**config.mk**
```make
export PLATFORM = sky130hd
export DESIGN_NAME = urp_protocol
export DESIGN_NICKNAME = d
export VERILOG_FILES = /design/src/verilog/urp_reg_array.v /design/src/verilog/urp_protocol.v
export VERILOG_INCLUDE_DIRS = /design/src /design/src/verilog
export SDC_FILE = /design/constraint.sdc
export NUM_CORES = 2
export LEC_CHECK = 0
export BUFFER_PORTS_ARGS = -buffer_cell sky130_fd_sc_hd__clkbuf_2
export CORE_MARGIN = 1.5
export CORE_UTILIZATION = 50
export CTS_CLUSTER_SIZE = 24
export DETAILED_ROUTE_END_ITERATION = 10
export PLACE_DENSITY = 0.68
export SLEW_MARGIN = 20
export SYNTH_ARGS = -nofsm -noshare
export SYNTH_HDL_FRONTEND = slang
export SYNTH_SLANG_ARGS = --single-unit
```
**constraint.sdc**
```tcl
create_clock -name clk_sys -period 7.4 [get_ports clk_sys]
set_input_delay 1.48 -clock clk_sys [delete_from_list [all_inputs] [get_ports clk_sys]]
set_output_delay 1.48 -clock clk_sys [all_outputs]
set_load 0.1 [all_outputs]
```
**src/verilog/urp_defines.vh**
```
// constants for the ulpi register access protocol block
`ifndef URP_DEFINES_VH
`define URP_DEFINES_VH

`define URP_CMD_IDLE      2'b00
`define URP_CMD_TX        2'b01
`define URP_CMD_WR        2'b10
`define URP_CMD_RD        2'b11
`define URP_ADDR_EXT      6'b101111
`define URP_IDLE_BYTE     8'h00
`define URP_NOPID         6'b000000
`define URP_RXC_LS_LSB    0
`define URP_RXC_VB_LSB    2
`define URP_RXC_EV_LSB    4
`define URP_NXT_DELAY     2
`define URP_REG_DEPTH     256
`define URP_REG_RESET     8'h00

`endif

```
**src/verilog/urp_reg_array.v**
```verilog
// register array with one write port and one read port
`timescale 1ns/10ps
`default_nettype none
module urp_reg_array (
	input  wire       clk_sys,
	input  wire       rst_n,
	input  wire       wr_en,
	input  wire [7:0] wr_addr,
	input  wire [7:0] wr_data,
	input  wire [7:0] rd_addr,
	output wire [7:0] rd_data
);
`include "urp_defines.vh"

	reg [7:0] mem_ff [0:`URP_REG_DEPTH-1];

	genvar gi;
	generate
		for (gi = 0; gi < `URP_REG_DEPTH; gi = gi + 1) begin : g_reg
			// contents depend on reset and writes only, never on power mode
			always @(posedge clk_sys or negedge rst_n) begin
				if (!rst_n) begin
					mem_ff[gi] <= `URP_REG_RESET;
				end else if (wr_en && (wr_addr == gi)) begin
					mem_ff[gi] <= wr_data;
				end
			end
		end
	endgenerate

	assign rd_data = mem_ff[rd_addr];
endmodule // urp_reg_array
`default_nettype wire

```
**src/verilog/urp_protocol.v**
```verilog
// ulpi phy-side protocol block: command decode, register access, rx status bytes
// What this block does
// - command 00/000000 is idle; 01/000000 is transmit without pid
// - transmit command 01/00xxxx carries the pid in bits 3:0
// - upper bits 10 mean immediate write, low six bits are the address
// - write with address 101111 is extended; full address follows in the cycle after the first nxt cycle
// - upper bits 11 mean immediate read, low six bits are the address
// - extended read uses address 2fh; address byte follows after nxt
// - register contents survive low power, serial and carkit modes
// - on write nxt rises two cycles after command, falls on data accept
// - the written value is committed only once stp deasserts
// - extended write sends address then data after nxt; device lowers nxt
// - on read nxt accepts the command; then dir rises as nxt falls
// - after turnaround drive register value one cycle, then drop dir
// - extended read captures address byte, then dir up and nxt down together
// - status bytes report line state, rx events, vbus and id state
// - status bytes only in synchronous mode while dir is high
// - one turnaround cycle on each dir change, bus ignored then
// - status raised during transmit waits until stp ends the transmit, sends current status
// - status byte bits 1:0 line state, 3:2 vbus, 5:4 rx event
`timescale 1ns/10ps
`default_nettype none
module urp_protocol (
	input  wire       clk_sys,
	input  wire       rst_n,
	input  wire [7:0] data_in,
	output reg  [7:0] data_out,
	output wire       data_oe,
	output wire       dir,
	output wire       nxt,
	input  wire       stp,
	input  wire       sync_mode,
	input  wire [1:0] line_state,
	input  wire [1:0] vbus_state,
	input  wire [1:0] rx_event,
	input  wire       id_state,
	input  wire       status_req,
	output reg        tx_start,
	output reg  [3:0] tx_pid
);
`include "urp_defines.vh"

	localparam ST_IDLE   = 4'd0;
	localparam ST_WAIT   = 4'd1;
	localparam ST_WNXT   = 4'd2;
	localparam ST_WEXT   = 4'd3;
	localparam ST_WDATA  = 4'd4;
	localparam ST_WSTP   = 4'd5;
	localparam ST_RNXT   = 4'd6;
	localparam ST_REXT   = 4'd7;
	localparam ST_RTA    = 4'd8;
	localparam ST_RDRV   = 4'd9;
	localparam ST_TX     = 4'd10;
	localparam ST_STA    = 4'd11;
	localparam ST_SDRV   = 4'd12;
	localparam ST_BACK   = 4'd13;

	reg [3:0] state_ff;
	reg [3:0] nxt_state;
	reg [7:0] cmd_ff;
	reg [7:0] nxt_cmd;
	reg [7:0] addr_ff;
	reg [7:0] nxt_addr;
	reg [7:0] wdata_ff;
	reg [7:0] nxt_wdata;
	reg       pend_ff;
	reg       nxt_pend;
	reg       wr_en;
	reg       dir_ff;
	reg       nxt_dir;
	reg       nxt_nxt;
	reg       nxt_ff;
	reg [7:0] nxt_data_out;
	reg       nxt_tx_start;
	reg [3:0] nxt_tx_pid;
	wire [7:0] rd_data;
	wire [7:0] status_byte;

	// id state has no slot in bits 5:0, carried in bit 6
	assign status_byte = {1'b0, id_state, rx_event, vbus_state, line_state};
	assign dir         = dir_ff;
	assign nxt         = nxt_ff;
	// drive only while owning the bus and past the turnaround
	assign data_oe     = dir_ff && (state_ff == ST_RDRV || state_ff == ST_SDRV);

	urp_reg_array u_regs (
		.clk_sys (clk_sys),
		.rst_n   (rst_n),
		.wr_en   (wr_en),
		.wr_addr (addr_ff),
		.wr_data (wdata_ff),
		.rd_addr (addr_ff),
		.rd_data (rd_data)
	);

	always @* begin
		nxt_state    = state_ff;
		nxt_cmd      = cmd_ff;
		nxt_addr     = addr_ff;
		nxt_wdata    = wdata_ff;
		nxt_pend     = pend_ff | status_req;
		nxt_dir      = dir_ff;
		nxt_nxt      = 1'b0;
		nxt_data_out = `URP_IDLE_BYTE;
		nxt_tx_start = 1'b0;
		nxt_tx_pid   = tx_pid;
		wr_en        = 1'b0;
		case (state_ff)
			ST_IDLE: begin
				if (data_in != `URP_IDLE_BYTE) begin
					// command seen at t0; nxt rises two edges later
					nxt_cmd   = data_in;
					nxt_state = ST_WAIT;
				end else if (pend_ff && sync_mode) begin
					nxt_dir   = 1'b1;
					nxt_state = ST_STA;
				end
			end
			ST_WAIT: begin
				nxt_addr = {2'b00, cmd_ff[5:0]};
				case (cmd_ff[7:6])
					`URP_CMD_WR: begin
						nxt_nxt   = 1'b1;
						nxt_state = ST_WNXT;
					end
					`URP_CMD_RD: begin
						nxt_nxt   = 1'b1;
						nxt_state = ST_RNXT;
					end
					`URP_CMD_TX: begin
						nxt_nxt      = 1'b1;
						nxt_tx_start = 1'b1;
						nxt_tx_pid   = (cmd_ff[5:0] == `URP_NOPID) ? 4'h0 : cmd_ff[3:0];
						nxt_state    = ST_TX;
					end
					default: begin
						nxt_state = ST_IDLE;
					end
				endcase
			end
			ST_WNXT: begin
				// first nxt cycle: the link only answers in the cycle after it
				nxt_nxt   = 1'b1;
				nxt_state = (cmd_ff[5:0] == `URP_ADDR_EXT) ? ST_WEXT : ST_WDATA;
			end
			ST_WEXT: begin
				nxt_nxt   = 1'b1;
				nxt_addr  = data_in;
				nxt_state = ST_WDATA;
			end
			ST_WDATA: begin
				// data accepted at this edge, nxt drops in the next cycle
				nxt_wdata = data_in;
				nxt_state = ST_WSTP;
			end
			ST_WSTP: begin
				// data accepted, nxt low; commit after stp falls
				if (!stp) begin
					wr_en     = 1'b1;
					nxt_state = ST_IDLE;
				end
			end
			ST_RNXT: begin
				if (cmd_ff[5:0] == `URP_ADDR_EXT) begin
					// keep nxt up for the cycle that carries the address byte
					nxt_nxt   = 1'b1;
					nxt_state = ST_REXT;
				end else begin
					nxt_dir   = 1'b1;
					nxt_state = ST_RTA;
				end
			end
			ST_REXT: begin
				nxt_addr  = data_in;
				nxt_dir   = 1'b1;
				nxt_state = ST_RTA;
			end
			ST_RTA: begin
				nxt_data_out = rd_data;
				nxt_state    = ST_RDRV;
			end
			ST_RDRV: begin
				nxt_dir   = 1'b0;
				nxt_state = ST_BACK;
			end
			ST_TX: begin
				nxt_nxt = 1'b1;
				if (stp) begin
					nxt_nxt   = 1'b0;
					nxt_state = ST_BACK;
				end
			end
			ST_STA: begin
				// status sampled at send time
				nxt_data_out = status_byte;
				nxt_pend     = status_req;
				nxt_state    = ST_SDRV;
			end
			ST_SDRV: begin
				nxt_dir   = 1'b0;
				nxt_state = ST_BACK;
			end
			ST_BACK: begin
				// turnaround after dir falls, bus ignored
				nxt_state = ST_IDLE;
			end
			default: begin
				nxt_state = ST_IDLE;
				nxt_dir   = 1'b0;
			end
		endcase
		if (!sync_mode) begin
			nxt_pend = 1'b0;
		end
	end

	always @(posedge clk_sys or negedge rst_n) begin
		if (!rst_n) begin
			state_ff <= ST_IDLE;
			cmd_ff   <= `URP_IDLE_BYTE;
			addr_ff  <= 8'h00;
			wdata_ff <= 8'h00;
			pend_ff  <= 1'b0;
			dir_ff   <= 1'b0;
			nxt_ff   <= 1'b0;
			data_out <= `URP_IDLE_BYTE;
			tx_start <= 1'b0;
			tx_pid   <= 4'h0;
		end else begin
			state_ff <= nxt_state;
			cmd_ff   <= nxt_cmd;
			addr_ff  <= nxt_addr;
			wdata_ff <= nxt_wdata;
			pend_ff  <= nxt_pend;
			dir_ff   <= nxt_dir;
			nxt_ff   <= nxt_nxt;
			data_out <= nxt_data_out;
			tx_start <= nxt_tx_start;
			tx_pid   <= nxt_tx_pid;
		end
	end
endmodule // urp_protocol
`default_nettype wire

```
-- Word level (Yosys, flattened, before mapping)
Cells that the tools add are included.
- register bits after elaboration: 2092
- input port bits: 20
- output and inout port bits: 16
- magnitude comparators: 1
- eq/ne operators: 278
- muxes and demuxes: 27
- bitwise operators: 3
- reductions and logical operators: 273
- operators by type and width (kind ; count):
    equality test 8 bit, second input constant ; 128
    equality test 8 x 7 -> 1 bit, second input constant ; 64
    logical AND 1 bit ; 258
    equality test 8 x 6 -> 1 bit, second input constant ; 32
    equality test 8 x 5 -> 1 bit, second input constant ; 16
    binary-select mux 8 bit (select 8 bit) ; 1
    equality test 8 x 4 -> 1 bit, second input constant ; 8
    case mux 4 bit (12 select lines) ; 1
    equality test 8 x 3 -> 1 bit, second input constant ; 4
    case mux 8 bit (2 select lines) ; 2
    equality test 4 bit, second input constant ; 6
    two-way mux 4 bit ; 6
    equality test 4 x 3 -> 1 bit, second input constant ; 4
    equality test 8 x 2 -> 1 bit, second input constant ; 2
    two-way mux 8 bit ; 2
    case mux 4 bit (3 select lines) ; 1
    two-way mux 1 bit ; 11
    != test 2 bit, second input constant ; 5
    >= comparator 9 bit, second input constant ; 1
    NOT 8 -> 9 bit ; 1
    OR reduction 9 bit ; 1
    equality test 4 x 2 -> 1 bit, second input constant ; 2
    equality test 8 x 1 -> 1 bit, second input constant ; 1
    zero test 8 bit ; 1
    other kinds (19) ; 24

-- Longest topological paths before layout
- depth in word-level cells: 5
- depth in mapped cells: 12
- gate-level depth less buffers: 7

-- Cells and area by module
From an unflattened synthesis, not the netlist that was laid out.
- cell total of the unflattened synthesis: 6163
- area, all modules: 95520.4 µm²
- by module, submodules not included (module ; instances ; cells each ; area an instance (µm²) ; seq. area each (µm²)):
    urp_reg_array ; 1 ; 5980 ; 93455.9 ; 51249.2
    urp_protocol ; 1 ; 183 ; 2064.5 ; 1101.1

-- Worst setup path before layout
OpenSTA, ideal clock, no wires.
- path kind: reg-to-output
- from: reg dir_ff (netlist: dir)
- to: out data_oe
- arrival time: 3.111 ns
- required time: 5.920 ns
- path slack: 2.809 ns
- stages on the path, launching flop included: 3
- buffers on the path: 0
- path through: dfrtp_1 nand2_1 nor3_1
- word-level cells in the longest chain between the ends: 1
- RTL lines (what ; line ; RTL):
    from (decl) ; urp_protocol.v:69 ; reg dir_ff;
    from (signal assigned) ; urp_protocol.v:235 ; dir_ff <= nxt_dir;
    logical AND 1 bit ; urp_protocol.v:84 ; assign data_oe = dir_ff && (state_ff == ST_RDRV || state_ff == ST_SDRV);
    to (decl) ; urp_protocol.v:28 ; output wire data_oe,
Every way passes these cells.

-- Worst setup path after layout
- from: reg addr_ff[3]
- to: reg data_out[4]
- word-level cells in the longest chain between the ends: 5
- RTL lines (what ; line ; RTL):
    from (decl) ; urp_protocol.v:62 ; reg [7:0] addr_ff;
    from (signal assigned) ; urp_protocol.v:232 ; addr_ff <= nxt_addr;
    NOT 8 -> 9 bit (not written as such) ; urp_reg_array.v:31 ; assign rd_data = mem_ff[rd_addr];
    binary-select mux 8 bit (select 8 bit) ; urp_reg_array.v:31 ;
    two-way mux 8 bit (not written as such) (2 in a row) ; urp_reg_array.v:31 ;
    case mux 8 bit (2 select lines) ; urp_protocol.v:108 ; case (state_ff)
    net nxt_data_out[4] ; urp_protocol.v:73 ; reg [7:0] nxt_data_out;
    to (signal assigned) ; urp_protocol.v:226 ; data_out <= `URP_IDLE_BYTE;
    to (signal assigned) ; urp_protocol.v:237 ; data_out <= nxt_data_out;
    to (decl) ; urp_protocol.v:27 ; output reg [7:0] data_out,
The timed path passes the listed nets, and every way through them passes these cells. The select of a mux whose other input is x is not followed.
A chain may end at the register's enable or synchronous reset.

==> run metrics <==
TritonRoute pass-1 iters=6; Finished Cell Area=105000 um^2; Final Hold Vio Count=0; peak supply drop=451 uV; Num CTS Buffers=217; commonest non-fill, non-tap cell in the layout=dfrtp_1; Final Slew Violations=0; latest clock arrival within the worst-skew pair=0.88 ns; Top FF cell, synth=dfrtp_1; Initial Utilization=50.2%; CTS tree=built; Via Count=55800; share of cells above drive strength 1=48.0%; CTS Root Cell=clkbuf_16; critical path data arrival time=5.23 ns; syn_area_per_cell=15.2 um^2; worst rel slew slack=13.8%; Clock transition at path regs=0.06 ns; synth warn=0; Power Total=31.9 mW; Setup Buffers After CTS=0; setup_tns=0 ns; Die Y=440 um; I/O pins=36; Crit Path Max Fanout=43; fin crit period=4.46 ns; first-pass GRT wire length=389 mm; critical path class=flip-flop to flip-flop; WL final=258 mm; status=finished clean; RSZ-0062 raised after global routing=no; Post-DP HPWL=163 mm; sequential element share of the synthesized area=54.9%; P per Cell Area=303 nW/um^2; startpoint types=flip-flop; worst hold slack=0.480 ns; Worst Skew=0.0505 ns; clk buf depth=3; worst slew pin tran=1.29 ns; DR WL/cell=29.1 um; Tot GR Track Use=26.9%; Final Instance Count excl. Fillers=8874; syn nets=6291; core area=190000 um^2; Crit. End Element=flip-flop; Hold WC Path Type=primary input to asynchronous set/reset pin; Post-Place Cell Area=98000 um^2; Cell variety after synth=62; total leakage power=50.9 nW; worst-path cell chain=buf_4, nor2b_2, nand3_1, buf_4, o22ai_1, nor4_1, a311o_1, a31oi_1, a22o_1; Mapped Area=95300 um^2; max frequency=224 MHz; Area Growth Syn to Fin=10.4%; clk sink count=2092; Finish-stage setup viols=0; most frequent cells in the layout=dfrtp_1, mux2_2, mux4_2; largest stage delay on the critical path=0.93 ns; placed instance count=8470; FF+latch count, synth=2092; detailed router's first-iteration violation count=4526; DR top layer=met5; ANT nets after route=0; DRT met1 WL=109 mm; most frequent CP cell=buf_4; IO Port Bufs=35; GPL Wtd Cong=0.891; met2 WL=124 mm; number of vias per cell=6.29; WL met3=14.1 mm; Max-Cap Viols=0; Worst Path Required=8.16 ns; GRT Residual Overflow=0; slowest CP cell=dfrtp_4; post-CTS resize count=0; Buf+Inv Stages, Crit Path=2; Syn Inst Count=6271; largest net degree at the start of global routing=195; CTS hold repair buffers=0; DIE AREA=193000 um^2; CTS H-tree depth=4; vias in the first global route=58000; DRC errors left=0; FFs w/ async S/R, synth=100%; nets=6201; Crit path max-delay family=compound AO/OA/AOI/OAI gates; Die X=440 um; antenna violations before repair=10; # rows=160; Post-synth EDFFs=0; period utilisation layout=60.3%
-- kinds of logic after synthesis --
family | count (synthesis) | synth area share, %
mux | 2765 | 37.0
xor+xnor | 2 | 0.0184
simple gates | 516 | 2.80
buf+inv | 474 | 2.18
compound gates | 422 | 3.08
flops | 2092 | 54.9
-- cell type report --
cell class / count / area (um^2)
Antenna cell: 5 / 12.5
Clock buffer: 335 / 6420
Clock inverter: 61 / 738
Fill cell: 15000 / 84600
Inverter: 6 / 22.5
Multi-Input combinational cell: 3705 / 41000
Sequential cell: 2092 / 52400
Tap cell: 2511 / 3140
Timing Repair Buffer: 159 / 1460
-- registers in the layout, summed over array words and instances (netlist names) --
register,flops
dir,1
pend_ff,1
nxt,1
cmd_ff,8
data_out,8
tx_start,1
state_ff,4
wdata_ff,8
u_regs.mem_ff,2048
addr_ff,8
tx_pid,4
-- worst paths after layout --
check / cells after the start / slack, ns / end / startpoint
worst max-delay path: 9 / 2.94 / data_out[4] / addr_ff[3]
max in group asynchronous: 4 / 4.93 / u_regs.mem_ff[1855] / rst_n
worst min-delay path: 1 / 0.48 / u_regs.mem_ff[1771] / rst_n
min in group clk_sys: 2 / 0.48 / tx_pid[0] / tx_pid[0]
worst min register to register: 2 / 0.48 / tx_pid[0] / tx_pid[0]
worst max register to register: 9 / 2.94 / data_out[4] / addr_ff[3]
-- power by group --
group          total [mW]  internal, mW  switching [mW]
sequential           13.0          12.0            1.02
clock                10.9          6.25            4.67
combinational        7.96          2.46            5.50
-- through the flow --
| stage | worst slack, ns | util (%) |
|---|---|---|
| after floorplan | 2.81 | - |
| after global placement | 2.87 | 51.6 |
| after detailed placement | 2.86 | 51.6 |
| after CTS | 3.09 | 55.4 |
| after global routing | 2.97 | 55.4 |
| final | 2.94 | 55.4 |
-- cells in the mapped netlist (5+ instances only) --
master    count  area, um^2
nor2_2       70         438
o22a_1       12         105
clkbuf_1    294        1100
and3_1        7        43.8
and4_1       12         105
mux2i_1     296        2960
buf_4        32         240
nor2b_1      18         113
nand3_1      12        60.1
nor2_1       45         169
and2_1        6        37.5
buf_6         5        56.3
o31ai_1       7        52.6
a211oi_1     10        75.1
a31oi_1      16         100
o22ai_1      76         475
nand2_1     203         762
a311o_1       7        70.1
mux2_1       80         901
o221ai_1      8        70.1
mux4_2      399        8990
inv_1         6        22.5
a21oi_1      43         215
a22oi_1      67         503
a221oi_1     57         499
nand2_2      65         407
o211ai_1      8        60.1
nand4_1      11        68.8
mux2_2     1990       22400
nor4_1       22         138
nand2b_1      7        43.8
buf_2       110         551
nor3_1       15        75.1
nand3b_1      5        37.5
a22o_1       29         254
o21ai_0      69         345
dfrtp_1    2092       52400
buf_1        27         101
-- per-layer routing --
layer / vias up / GRT usage (%)
met4: 4 / 11.0
met1: 30400 / 36.6
met5: - / 0
met2: 1633 / 43.1
li1: 23300 / -
met3: 472 / 4.45
-- worst reg2reg max path, cell delays in order, from the launching register on --
cell and delay, ns:
dfrtp_4 0.93, buf_4 0.84, nor2b_2 0.12, nand3_1 0.16, buf_4 0.34, o22ai_1 0.20, nor4_1 0.66, a311o_1 0.69
a31oi_1 0.18, a22o_1 0.24
Note: power is estimated with default switching activity, not from simulation.
